`src/include/stop_reaction_pkg.sv`:
```
package stop_reaction_pkg;
    // ****************************************
    // Object indices and sub-indices
    // ****************************************
    localparam logic [15:0] IDX_QS_RAMP      = 16'h604A;
    localparam logic [15:0] IDX_VEL_UNIT     = 16'h604C;
    localparam logic [15:0] IDX_QS_REACT     = 16'h605A;
    localparam logic [15:0] IDX_SD_REACT     = 16'h605B;
    localparam logic [15:0] IDX_DIS_REACT    = 16'h605C;
    localparam logic [15:0] IDX_HALT_REACT   = 16'h605D;
    localparam logic [7:0]  SUB_COUNT        = 8'h00;
    localparam logic [7:0]  SUB_FIRST        = 8'h01;
    localparam logic [7:0]  SUB_SECOND       = 8'h02;
    // ****************************************
    // Reset values
    // ****************************************
    localparam logic [7:0]  ENTRIES_RST      = 8'h02;
    localparam logic [31:0] SPEED_STEP_RST   = 32'h00001388;
    localparam logic [15:0] TIME_STEP_RST    = 16'h0001;
    localparam logic [31:0] UNIT_MUL_RST     = 32'h00000001;
    localparam logic [31:0] UNIT_DIV_RST     = 32'h0000003C;
    localparam logic [15:0] REACT_RST        = 16'h0001;
    // ****************************************
    // Option codes and controlword
    // ****************************************
    localparam logic [15:0] OPT_IMMEDIATE    = 16'h0000;
    localparam logic [15:0] OPT_SLOW_RAMP    = 16'h0001;
    localparam logic [15:0] OPT_QUICK_RAMP   = 16'h0002;
    localparam int          CW_HALT_BIT      = 8;
    // ****************************************
    // Power states and braking actions
    // ****************************************
    typedef enum logic [2:0] {
        PS_SWITCH_ON_DISABLED = 3'b000,
        PS_READY_TO_SWITCH_ON = 3'b001,
        PS_SWITCHED_ON        = 3'b010,
        PS_OPERATION_ENABLED  = 3'b011,
        PS_QUICK_STOP_ACTIVE  = 3'b100
    } power_state_type;
    typedef enum logic [1:0] {
        BRAKE_NONE  = 2'b00,
        BRAKE_IMMED = 2'b01,
        BRAKE_SLOW  = 2'b10,
        BRAKE_QUICK = 2'b11
    } brake_type;
endpackage

```
`src/design/stop_reaction.sv`:
```
// What this block does
// - Quick-stop ramp is speed step over time step; resets 0x1388 and 0x0001
// - Internal speed to rev/s uses first factor multiply, second divide
// - Both unit factors equal one means speeds are in rev/min
// - Unit factors reset to 1 and 60, meaning rev/min
// - Quick stop entry: 0 immediate, 1 slow ramp, 2 quick ramp; only 1 and 2 then go switch on disabled
// - Quick ramp braking uses quick-stop fraction in velocity mode only; switch on disabled follows only on quick stop
// - Slow ramp braking uses active mode deceleration; switch on disabled follows only on quick stop
// - Operation enabled to ready: shutdown option 0 immediate, 1 slow ramp
// - Operation enabled to switched on: disable option 0 immediate, 1 slow ramp
// - Controlword bit 8 requests halt, acting per halt option
// - Halt option 1 slow ramp, 2 quick ramp, resets to 1
`timescale 1ns/100ps
module stop_reaction (
    input  wire logic                          clk_sys,
    input  wire logic                          arst_n,
    input  wire logic                          obj_wr,
    input  wire logic                          obj_rd,
    input  wire logic [15:0]                   obj_index,
    input  wire logic [7:0]                    obj_sub,
    input  wire logic [31:0]                   obj_wdata,
    input  wire logic [15:0]                   controlword,
    input  wire stop_reaction_pkg::power_state_type ps_from,
    input  wire stop_reaction_pkg::power_state_type ps_to,
    input  wire logic                          ps_change,
    input  wire logic                          velocity_mode,
    input  wire logic                          brake_done,
    output logic [31:0]                        obj_rdata,
    output logic                               obj_ack,
    output logic                               obj_err,
    output stop_reaction_pkg::brake_type       brake_cmd,
    output logic                               use_quick_ramp,
    output logic [31:0]                        ramp_speed_step,
    output logic [15:0]                        ramp_time_step,
    output logic [31:0]                        unit_mul,
    output logic [31:0]                        unit_div,
    output logic                               unit_is_rpm,
    output logic                               go_switch_on_disabled
);
    // ****************************************
    // State
    // ****************************************
    typedef struct packed {
        logic [15:0]                 qs_react;
        logic [15:0]                 sd_react;
        logic [15:0]                 dis_react;
        logic [15:0]                 halt_react;
        logic [31:0]                 speed_step;
        logic [15:0]                 time_step;
        logic [31:0]                 mul;
        logic [31:0]                 div;
        logic [31:0]                 rdata;
        logic                        ack;
        logic                        err;
        stop_reaction_pkg::brake_type brake;
        logic                        quick;
        logic                        to_disabled;
        logic                        done_pulse;
        logic                        halt_prev;
        logic                        rpm;
    } state_type;

    state_type s_q;
    state_type s_d;

    function automatic stop_reaction_pkg::brake_type decode_option(input logic [15:0] opt);
        case (opt)
            stop_reaction_pkg::OPT_IMMEDIATE:  decode_option = stop_reaction_pkg::BRAKE_IMMED;
            stop_reaction_pkg::OPT_SLOW_RAMP:  decode_option = stop_reaction_pkg::BRAKE_SLOW;
            stop_reaction_pkg::OPT_QUICK_RAMP: decode_option = stop_reaction_pkg::BRAKE_QUICK;
            default:                           decode_option = stop_reaction_pkg::BRAKE_NONE;
        endcase
    endfunction

    logic halt_req;
    assign halt_req = controlword[stop_reaction_pkg::CW_HALT_BIT];

    // ****************************************
    // Next state
    // ****************************************
    always_comb begin
        logic [15:0] w16;
        w16 = obj_wdata[15:0];
        s_d = s_q;
        s_d.ack = 1'b0;
        s_d.err = 1'b0;
        s_d.done_pulse = 1'b0;
        s_d.halt_prev = halt_req;
        if (obj_wr) begin
            s_d.ack = 1'b1;
            s_d.err = 1'b1;
            case (obj_index)
                stop_reaction_pkg::IDX_QS_REACT: begin
                    if (w16 == stop_reaction_pkg::OPT_IMMEDIATE || w16 == stop_reaction_pkg::OPT_SLOW_RAMP ||
                        w16 == stop_reaction_pkg::OPT_QUICK_RAMP) begin
                        s_d.qs_react = w16;
                        s_d.err = 1'b0;
                    end
                end
                stop_reaction_pkg::IDX_SD_REACT: begin
                    if (w16 == stop_reaction_pkg::OPT_IMMEDIATE || w16 == stop_reaction_pkg::OPT_SLOW_RAMP) begin
                        s_d.sd_react = w16;
                        s_d.err = 1'b0;
                    end
                end
                stop_reaction_pkg::IDX_DIS_REACT: begin
                    if (w16 == stop_reaction_pkg::OPT_IMMEDIATE || w16 == stop_reaction_pkg::OPT_SLOW_RAMP) begin
                        s_d.dis_react = w16;
                        s_d.err = 1'b0;
                    end
                end
                stop_reaction_pkg::IDX_HALT_REACT: begin
                    if (w16 == stop_reaction_pkg::OPT_SLOW_RAMP || w16 == stop_reaction_pkg::OPT_QUICK_RAMP) begin
                        s_d.halt_react = w16;
                        s_d.err = 1'b0;
                    end
                end
                stop_reaction_pkg::IDX_QS_RAMP: begin
                    if (obj_sub == stop_reaction_pkg::SUB_FIRST) begin
                        s_d.speed_step = obj_wdata;
                        s_d.err = 1'b0;
                    end else if (obj_sub == stop_reaction_pkg::SUB_SECOND && w16 != 16'h0000) begin
                        s_d.time_step = w16;
                        s_d.err = 1'b0;
                    end
                end
                stop_reaction_pkg::IDX_VEL_UNIT: begin
                    if (obj_sub == stop_reaction_pkg::SUB_FIRST && obj_wdata != 32'h00000000) begin
                        s_d.mul = obj_wdata;
                        s_d.err = 1'b0;
                    end else if (obj_sub == stop_reaction_pkg::SUB_SECOND && obj_wdata != 32'h00000000) begin
                        s_d.div = obj_wdata;
                        s_d.err = 1'b0;
                    end
                end
                default: s_d.err = 1'b1;
            endcase
        end else if (obj_rd) begin
            s_d.ack = 1'b1;
            s_d.rdata = 32'h00000000;
            case (obj_index)
                stop_reaction_pkg::IDX_QS_REACT:   s_d.rdata = {16'h0000, s_q.qs_react};
                stop_reaction_pkg::IDX_SD_REACT:   s_d.rdata = {16'h0000, s_q.sd_react};
                stop_reaction_pkg::IDX_DIS_REACT:  s_d.rdata = {16'h0000, s_q.dis_react};
                stop_reaction_pkg::IDX_HALT_REACT: s_d.rdata = {16'h0000, s_q.halt_react};
                stop_reaction_pkg::IDX_QS_RAMP: begin
                    case (obj_sub)
                        stop_reaction_pkg::SUB_COUNT:  s_d.rdata = {24'h000000, stop_reaction_pkg::ENTRIES_RST};
                        stop_reaction_pkg::SUB_FIRST:  s_d.rdata = s_q.speed_step;
                        stop_reaction_pkg::SUB_SECOND: s_d.rdata = {16'h0000, s_q.time_step};
                        default:                       s_d.err = 1'b1;
                    endcase
                end
                stop_reaction_pkg::IDX_VEL_UNIT: begin
                    case (obj_sub)
                        stop_reaction_pkg::SUB_COUNT:  s_d.rdata = {24'h000000, stop_reaction_pkg::ENTRIES_RST};
                        stop_reaction_pkg::SUB_FIRST:  s_d.rdata = s_q.mul;
                        stop_reaction_pkg::SUB_SECOND: s_d.rdata = s_q.div;
                        default:                       s_d.err = 1'b1;
                    endcase
                end
                default: s_d.err = 1'b1;
            endcase
        end
        // Stop reaction selection
        if (ps_change && ps_to == stop_reaction_pkg::PS_QUICK_STOP_ACTIVE) begin
            s_d.brake = decode_option(s_q.qs_react);
            s_d.to_disabled = (s_q.qs_react != stop_reaction_pkg::OPT_IMMEDIATE);
        end else if (ps_change && ps_from == stop_reaction_pkg::PS_OPERATION_ENABLED &&
                     ps_to == stop_reaction_pkg::PS_READY_TO_SWITCH_ON) begin
            s_d.brake = decode_option(s_q.sd_react);
            s_d.to_disabled = 1'b0;
        end else if (ps_change && ps_from == stop_reaction_pkg::PS_OPERATION_ENABLED &&
                     ps_to == stop_reaction_pkg::PS_SWITCHED_ON) begin
            s_d.brake = decode_option(s_q.dis_react);
            s_d.to_disabled = 1'b0;
        end else if (halt_req && !s_q.halt_prev) begin
            s_d.brake = decode_option(s_q.halt_react);
            s_d.to_disabled = 1'b0;
        end else if (!halt_req && s_q.halt_prev && !s_q.to_disabled) begin
            s_d.brake = stop_reaction_pkg::BRAKE_NONE;
        end else if (brake_done && s_q.brake != stop_reaction_pkg::BRAKE_NONE) begin
            s_d.done_pulse = s_q.to_disabled;
            s_d.to_disabled = 1'b0;
            s_d.brake = stop_reaction_pkg::BRAKE_NONE;
        end
        s_d.quick = (s_d.brake == stop_reaction_pkg::BRAKE_QUICK) && velocity_mode;
        s_d.rpm = (s_d.mul == 32'h00000001 && s_d.div == 32'h00000001) ||
                  (s_d.mul == 32'h00000001 && s_d.div == 32'h0000003C);
    end

    always_ff @(posedge clk_sys or negedge arst_n) begin
        if (!arst_n) begin
            s_q <= '{qs_react:   stop_reaction_pkg::REACT_RST,
                     sd_react:   stop_reaction_pkg::REACT_RST,
                     dis_react:  stop_reaction_pkg::REACT_RST,
                     halt_react: stop_reaction_pkg::REACT_RST,
                     speed_step: stop_reaction_pkg::SPEED_STEP_RST,
                     time_step:  stop_reaction_pkg::TIME_STEP_RST,
                     mul:        stop_reaction_pkg::UNIT_MUL_RST,
                     div:        stop_reaction_pkg::UNIT_DIV_RST,
                     rdata:      32'h00000000,
                     ack:        1'b0,
                     err:        1'b0,
                     brake:      stop_reaction_pkg::BRAKE_NONE,
                     quick:      1'b0,
                     to_disabled: 1'b0,
                     done_pulse: 1'b0,
                     halt_prev:  1'b0,
                     rpm:        1'b1};
        end else begin
            s_q <= s_d;
        end
    end

    // ****************************************
    // Outputs
    // ****************************************
    assign obj_rdata             = s_q.rdata;
    assign obj_ack               = s_q.ack;
    assign obj_err               = s_q.err;
    assign brake_cmd             = s_q.brake;
    assign use_quick_ramp        = s_q.quick;
    assign ramp_speed_step       = s_q.speed_step;
    assign ramp_time_step        = s_q.time_step;
    assign unit_mul              = s_q.mul;
    assign unit_div              = s_q.div;
    assign unit_is_rpm           = s_q.rpm;
    assign go_switch_on_disabled = s_q.done_pulse;
endmodule // stop_reaction

```
`config.mk`:
```
export PLATFORM = sky130hd
export DESIGN_NAME = stop_reaction
export DESIGN_NICKNAME = d
export VERILOG_FILES = /design/src/include/stop_reaction_pkg.sv /design/src/design/stop_reaction.sv
export SDC_FILE = /design/constraint.sdc
export NUM_CORES = 1
export LEC_CHECK = 0
export ABC_AREA = 1
export BUFFER_PORTS_ARGS = -buffer_cell sky130_fd_sc_hd__buf_2
export CORE_MARGIN = 4
export CORE_UTILIZATION = 25
export DETAILED_ROUTE_END_ITERATION = 6
export PLACE_DENSITY = 0.47
export SYNTH_ARGS = -nofsm -noshare
export SYNTH_HDL_FRONTEND = slang
export SYNTH_SLANG_ARGS = --single-unit
```
`constraint.sdc`:
```
create_clock -name clk_sys -period 1.5 [get_ports clk_sys]
set_input_delay 0.15 -clock clk_sys [delete_from_list [all_inputs] [get_ports clk_sys]]
set_output_delay 0.15 -clock clk_sys [all_outputs]
set_load 0.01 [all_outputs]
```
==> results.md, run 1 <==
- Worst setup EP type: flop
- Switching Share: 23.2%
- Vias in the first global route: 10600
- Final ANT Viol Nets: 0
- Number of flops mapped to enable cells by yosys: 0
- Netlist Area Pre-Place: 11700 um^2
- YS warnings: 0
- CP max FO: 3
- GRT Total Usage: 16.2%
- Drt initial violations: 649
- Initial antenna violation count: 2
- Die W: 224 um
- Root buffer cell: clkbuf_16
- Worst-skew pair later-pin latency: 0.56 ns
- CP arrival: 2.26 ns
- Crit path from: s_q[206]$_DFFE_PN0P_
- Failing checks: negative setup slack
- End-of-flow core utilization: 35.9%
- Worst IR Drop VDD: 750 uV
- Crit-path cells: nor4_2 -> nand3_1 -> nor3_2 -> buf_4 -> nand2_4 -> a22oi_2 -> nand2_1 -> nor2_1
- Max-cap violations: 0
- Boundary Pins: 236
- Minimum clock period: 1.77 ns
- Max_slew headroom: 68.6%
- Placed cell count: 2344
- CTS H-tree lvls: 1
- Syn nets: 1579
- Crit Path Category: flop to flop
- Fmax: 0.566 GHz
- Layout cell share with drive strength beyond 1: 38.6%
- Cts bufs inserted: 27
- CP max stage delay: 0.40 ns
- Synth area leader: dfrtp_1
- Syn Inst Count: 1494
- Synth top area share: 43.2%
- Syn Area/Cell: 7.80 um^2
- Initial Util: 25.5%
- Share of flip-flops with an asynchronous set or reset: 100%
- Register area share after synthesis: 46.8%
- Flop pwr share: 44.0%
- Power Dens Cells: 812 nW/um^2
- Post-route DRC violation count: 0
- Total congestion overflow: 0
- Setup violations, final: 68
- GPL Wtd Cong: 0.855
- Final net count: 1905
- Wire per inst: 18.1 um
- Final period util: 118%
- Clock slew at reported path FFs: 0.06 ns
- Static Leak: 8.59 nW
- Core area: 45800 um^2
- Seq cells post-synth: 217
- Clock sinks: 217
- FF-to-FF Start: s_q[206]$_DFFE_PN0P_
- P_int: 0.0102 W
- Comb pwr share: 5.2%
- Slowest CP cell: dfrtp_1
- Fillers: 4806
- Main synth FF type: dfrtp_1
- Worst slack, placed: -1.03 ns
- Worst-Margin Slew: 0.468 ns
- Crit start category: flop
- Final WS setup: -0.266 ns
- DR pass1 iterations: 5
- R2R setup slack: -0.27 ns
- Tot Pwr: 0.0133 W
- Fin cells: 2442
- RSZ-0062 raised after global routing: yes
- CTS tree: built
- Synth top area cells: dfrtp_1, nand2_1, buf_4
- DIE HEIGHT: 224 um
- Die area: 50100 um^2
- Final HPWL DP: 32300 um
- Area Overhead vs Synth: 41.1%
- Max-slew violations: 0
- Accumulated negative setup slack: -4.13 ns
- Final hold vios: 0
- Drt via density: 4.32
- Largest net degree at the start of global routing: 65
- Sw power: 0.00310 W
- Clk buf depth: 3
- Clock share of power: 50.8%
- First-pass GRT wire length: 63500 um
- Skew final: 0.0233 ns
- Via count: 10600
- Cell variety after synth: 47
- Status: finished with violations
- HP Class: input pin to flop
- Min-delay src: obj_wdata[25]
- Critical Path RT: 2.00 ns
- Final wirelength: 44300 um
- Port Buf Inserts: 220
- Cell row count: 78
-- synthesized netlist by cell type (20+ instances only) --
cell	instances
nand2_1	379
inv_1	230
dfrtp_1	201
buf_4	147
o21ai_0	133
nor2_1	105
nand3_1	54
clkbuf_1	36
o22ai_1	30
nor3_1	25
o21ai_1	20
-- stage by stage --
stage	area [um^2]	hold slack, ns
2_1_floorplan	11700	-0.146
3_3_place_gp	14100	0.0917
3_5_place_dp	14100	0.0828
4_1_cts	15400	0.00428
5_1_grt	16400	0.0121
6_report	16400	0.0125
-- critical path: cells and delay by family (launching register included) --
| family | cells | cell delay (ns) |
|---|---|---|
| DFF | 1 | 0.40 |
| and+or+nand+nor | 6 | 0.91 |
| buffers and inverters | 1 | 0.16 |
| AOI/OAI and AO/OA | 1 | 0.23 |
-- path summary, 6_finish.rpt --
path | to | cells past startpoint
min | ramp_speed_step[25]$_DFFE_PN0P_ | 4
min reg2reg | s_q[183]$_DFFE_PN0P_ | 2
min in group asynchronous | unit_mul[30]$_DFF_PN0_ | 2
max in group asynchronous | ramp_time_step[0]$_DFFE_PN1P_ | 3
max | use_quick_ramp$_DFF_PN0_ | 8
max reg2reg | use_quick_ramp$_DFF_PN0_ | 8
-- routing by layer --
layer  vias up  GRT usage [%]  routed length, um
li1       5226              -                  -
met1      4998           22.0              19400
met2       258           26.6              20800
met3        77           3.28               2840
met4         2           4.20               1220
met5         -              0                 13
-- power by group through the flow --
| stage | registers, W | clock network [W] | logic, W |
|---|---|---|---|
| 6_report | 0.00587 | 0.00678 | 0.000692 |
| 5_1_grt | 0.00587 | 0.00726 | 0.000768 |
| 4_1_cts | 0.00587 | 0.00701 | 0.000667 |
| 3_5_place_dp | 0.00598 | 0 | 0.000610 |
| 3_3_place_gp | 0.00598 | 0 | 0.000607 |
| 2_1_floorplan | 0.00598 | 0 | 0.000136 |
-- cells by family after synthesis --
family	count (synthesis)	share of synthesized area [%]
DFF	217	46.8
buffers and inverters	435	19.3
AOI/OAI and AO/OA	230	11.5
and+or+nand+nor	609	22.1
xor gates and xnor gates	3	0.226
-- layout make-up --
cell class	count	area, um^2	area share, %
multi-input combinational	842	4650	28.3
clock buffer	38	807	4.91
clock inverter	12	133	0.807
timing repair buffer	500	3760	22.9
tap	600	751	4.57
sequential	217	5450	33.2
inverter	232	886	5.39
antenna	1	2.50	0.0152
-- sequential cells by signal, indices dropped and copies added (netlist names) --
register	count
brake_cmd	2
go_switch_on_disabled	1
obj_ack	1
obj_err	1
obj_rdata	32
ramp_speed_step	32
ramp_time_step	16
s_q	66
unit_div	32
unit_is_rpm	1
unit_mul	32
use_quick_ramp	1
-- layout by cell type, fill, tap and decap left out, types with 12 or more instances in the layout --
cell,Yosys,routed
dfrtp_1,201,201
o21ai_2,6,35
nor3_2,2,15
nand4_1,15,15
nor2_2,3,14
nor2_1,105,85
nand2_2,5,38
inv_1,230,226
nand2_4,1,20
o22ai_1,30,28
o21ai_0,133,54
buf_2,10,216
buf_4,147,210
nand2_1,379,327
o21ai_1,20,70
clkbuf_16,0,32
dlygate4sd3_1,0,22
dfstp_2,16,16
buf_12,0,23
buf_6,3,20
nand3_1,54,50
nor2_4,3,12
-- repair_timing --
| action | CTS | global route |
|---|---|---|
| setup endpoints to repair | 8 | 75 |
| resized for setup | 30 | 265 |
| setup buffers | 4 | 19 |
| hold buffers | 22 | 0 |
| gates cloned | 0 | 9 |
| endpoints found under the hold margin | 237 | 0 |
| pin swaps | 17 | 59 |
Note: power is estimated with default switching activity, not from simulation.
==> run 2: changes to the inputs <==
- ABC_AREA: 1 -> 0
==> run 2 against run 1 <==
The run still ends with negative setup slack left. Flip-flop and latch count stayed put. Combinational power grew 26%. Core utilization up 2.7 points. Clock skew down 0.0069 ns. Sequential power about the same. Synthesized cell count is 30% lower. Fmax is 10% lower. Count of clock-buffer cells in the layout rose by 3.
==> results.md, run 2 <==
- Placed cell count: 1919
- Setup violations, final: 184
- Worst setup EP type: flop
- Crit start category: input pin
- Slowest CP cell: or4_4
- GRT Total Usage: 17.4%
- Cts bufs inserted: 27
- Cell variety after synth: 62
- Minimum clock period: 1.96 ns
- Synth area leader: dfrtp_1
- DR pass1 iterations: 6
- Final net count: 1528
- Skew final: 0.0163 ns
- Hold Path Depth: 4
- First-pass GRT wire length: 63000 um
- Core area: 43400 um^2
- FF-to-FF Start: unit_mul[29]$_DFF_PN0_
- Cell row count: 76
- Number of flops mapped to enable cells by yosys: 0
- Final HPWL DP: 32500 um
- Syn Inst Count: 1046
- Fin cells: 2047
- Final wirelength: 44100 um
- Worst reg2reg path depth: 7
- Port Buf Inserts: 220
- Post-synth top cells: dfrtp_1, buf_4, nand2_1
- DIE HEIGHT: 218 um
- DP Area: 14100 um^2
- Vias in the first global route: 9550
- Worst IR Drop VDD: 760 uV
- Static Leak: 8.42 nW
- Syn Area/Cell: 10.5 um^2
- Total congestion overflow: 0
- Power Dens Cells: 788 nW/um^2
- Drt initial violations: 535
- R2R setup slack: -0.39 ns
- Clock slew at reported path FFs: 0.06 ns
- Main synth FF type: dfrtp_1
- Seq cells post-synth: 217
- Critical Path RT: 1.96 ns
- Fin area: 16800 um^2
- Status: finished with violations
- CTS tree: built
- Most frequent cells in the layout: buf_4, buf_2, dfrtp_1
- Netlist Area Pre-Place: 11000 um^2
- Syn nets: 1131
- Final period util: 131%
- Max_slew headroom: 68.8%
- CP arrival: 2.42 ns
- Initial Util: 25.4%
- Tot Pwr: 0.0132 W
- End-of-flow core utilization: 38.7%
- Min-delay src: obj_wdata[18]
- Die W: 218 um
- Clock sinks: 217
- Initial antenna violation count: 1
- GPL Wtd Cong: 0.838
- RSZ-0062 raised after global routing: yes
- Die area: 47500 um^2
- Layout cell share with drive strength beyond 1: 57.1%
- Final ANT Viol Nets: 0
- Register area share after synthesis: 49.4%
- Drt via density: 4.60
- Most common cell after layout, fill and taps aside: buf_4
- Clk buf depth: 3
- Final hold vios: 0
- YS warnings: 0
- Failing checks: negative setup slack
- Worst Hold End: unit_mul[18]$_DFF_PN0_
- Reg2reg end: unit_is_rpm$_DFF_PN1_
- Fmax: 0.509 GHz
- Final WS setup: -0.463 ns
- Largest net degree at the start of global routing: 65
- CP max FO: 7
- Count leader, synth: dfrtp_1
- Worst-skew pair later-pin latency: 0.54 ns
- Synth top area cells: dfrtp_1, buf_4, mux2_2
- Boundary Pins: 236
- Wire per inst: 21.6 um
- CTS H-tree lvls: 1
- CP max stage delay: 0.55 ns
- Max-slew violations: 0
- Share of flip-flops with an asynchronous set or reset: 100%
- Synth top area share: 45.6%
- HP Class: input pin to flop
- Max-cap violations: 0
- Crit-path cells: buf_6 -> or4_4 -> nor4_4 -> a41oi_2 -> and3_4 -> mux2_2 -> a211o_1 -> nor4bb_2
- Post-route DRC violation count: 0
- Ant diodes: 0
- Max reg flops: 66
- Via count: 9425
- Worst-Margin Slew: 0.463 ns
- Crit Path Category: input pin to flop
- Root buffer cell: clkbuf_16
- Biggest register: s_q
- Area Overhead vs Synth: 52.0%
## run 2: critical path, delay by kind of cell
family,cells,cell delay (ns)
buf+inv,1,0.09
simple gates,4,1.41
mux,1,0.29
compound gates,2,0.47
## run 2: final cells by class
type                    count  area, um^2
clock buffers              41         768
clock inverters             7        91.3
fillers                  4354       26600
inverters                   3        11.3
multi-input cells         632        5320
flip-flops and latches    217        5450
well taps                 585         732
repair buffers            562        4400
## run 2: kinds of logic (layout without fill, tap and decap cells)
family / count (synthesis) / count (layout) / share of synthesized area, %
DFF: 217 / 217 / 49.4
xor gates and xnor gates: 6 / 6 / 0.476
AOI/OAI and AO/OA: 160 / 160 / 9.77
and+or+nand+nor: 343 / 344 / 16.4
buffers and inverters: 198 / 613 / 11.8
muxes: 122 / 122 / 12.1
## run 2: how the worst max path moves through the flow
stage                             to  slack [ns]  cells after the start     startpoint
6_report       unit_is_rpm$_DFF_PN1_       -0.46                      8  obj_wdata[24]
5_1_grt        unit_is_rpm$_DFF_PN1_       -0.51                      8  obj_wdata[24]
4_1_cts        unit_is_rpm$_DFF_PN1_       -0.46                      8  obj_wdata[24]
3_5_place_dp   unit_is_rpm$_DFF_PN1_       -1.14                      8  obj_wdata[20]
3_3_place_gp   unit_is_rpm$_DFF_PN1_       -1.08                      8  obj_wdata[20]
2_1_floorplan  unit_is_rpm$_DFF_PN1_       -0.79                      8  obj_wdata[20]
## run 2: timing repair
action	CTS	global route
hold buffers	24	0
setup buffers	14	38
gates resized for setup	110	168
gates cloned	4	7
setup endpoints to repair	184	212
pin swaps	24	58
hold endpoints to repair	257	0
## run 2: stage by stage
stage | setup WS (ns) | setup TNS (ns) | hold WS, ns
2_1_floorplan | -0.795 | -52.03 | -0.146
3_3_place_gp | -1.08 | -138.47 | 0.0828
3_5_place_dp | -1.14 | -142.12 | 0.0882
4_1_cts | -0.462 | -11.90 | 0.000225
5_1_grt | -0.513 | -39.58 | 0.0106
6_report | -0.463 | -25.09 | 0.0291
## run 2: report_power, final
part           switching (W)  internal [W]  total [W]
clock                0.00261       0.00385    0.00646
sequential        0.00000582       0.00587    0.00587
combinational       0.000500      0.000375   0.000875
## run 2: layer usage
layer / up-vias / part of all wire, % / GRT usage, %
li1: 4385 / - / -
met1: 4711 / 43 / 23.0
met2: 266 / 49 / 29.9
met3: 63 / 5.7 / 3.05
met4: 0 / 2.6 / 3.67
met5: - / 0 / 0
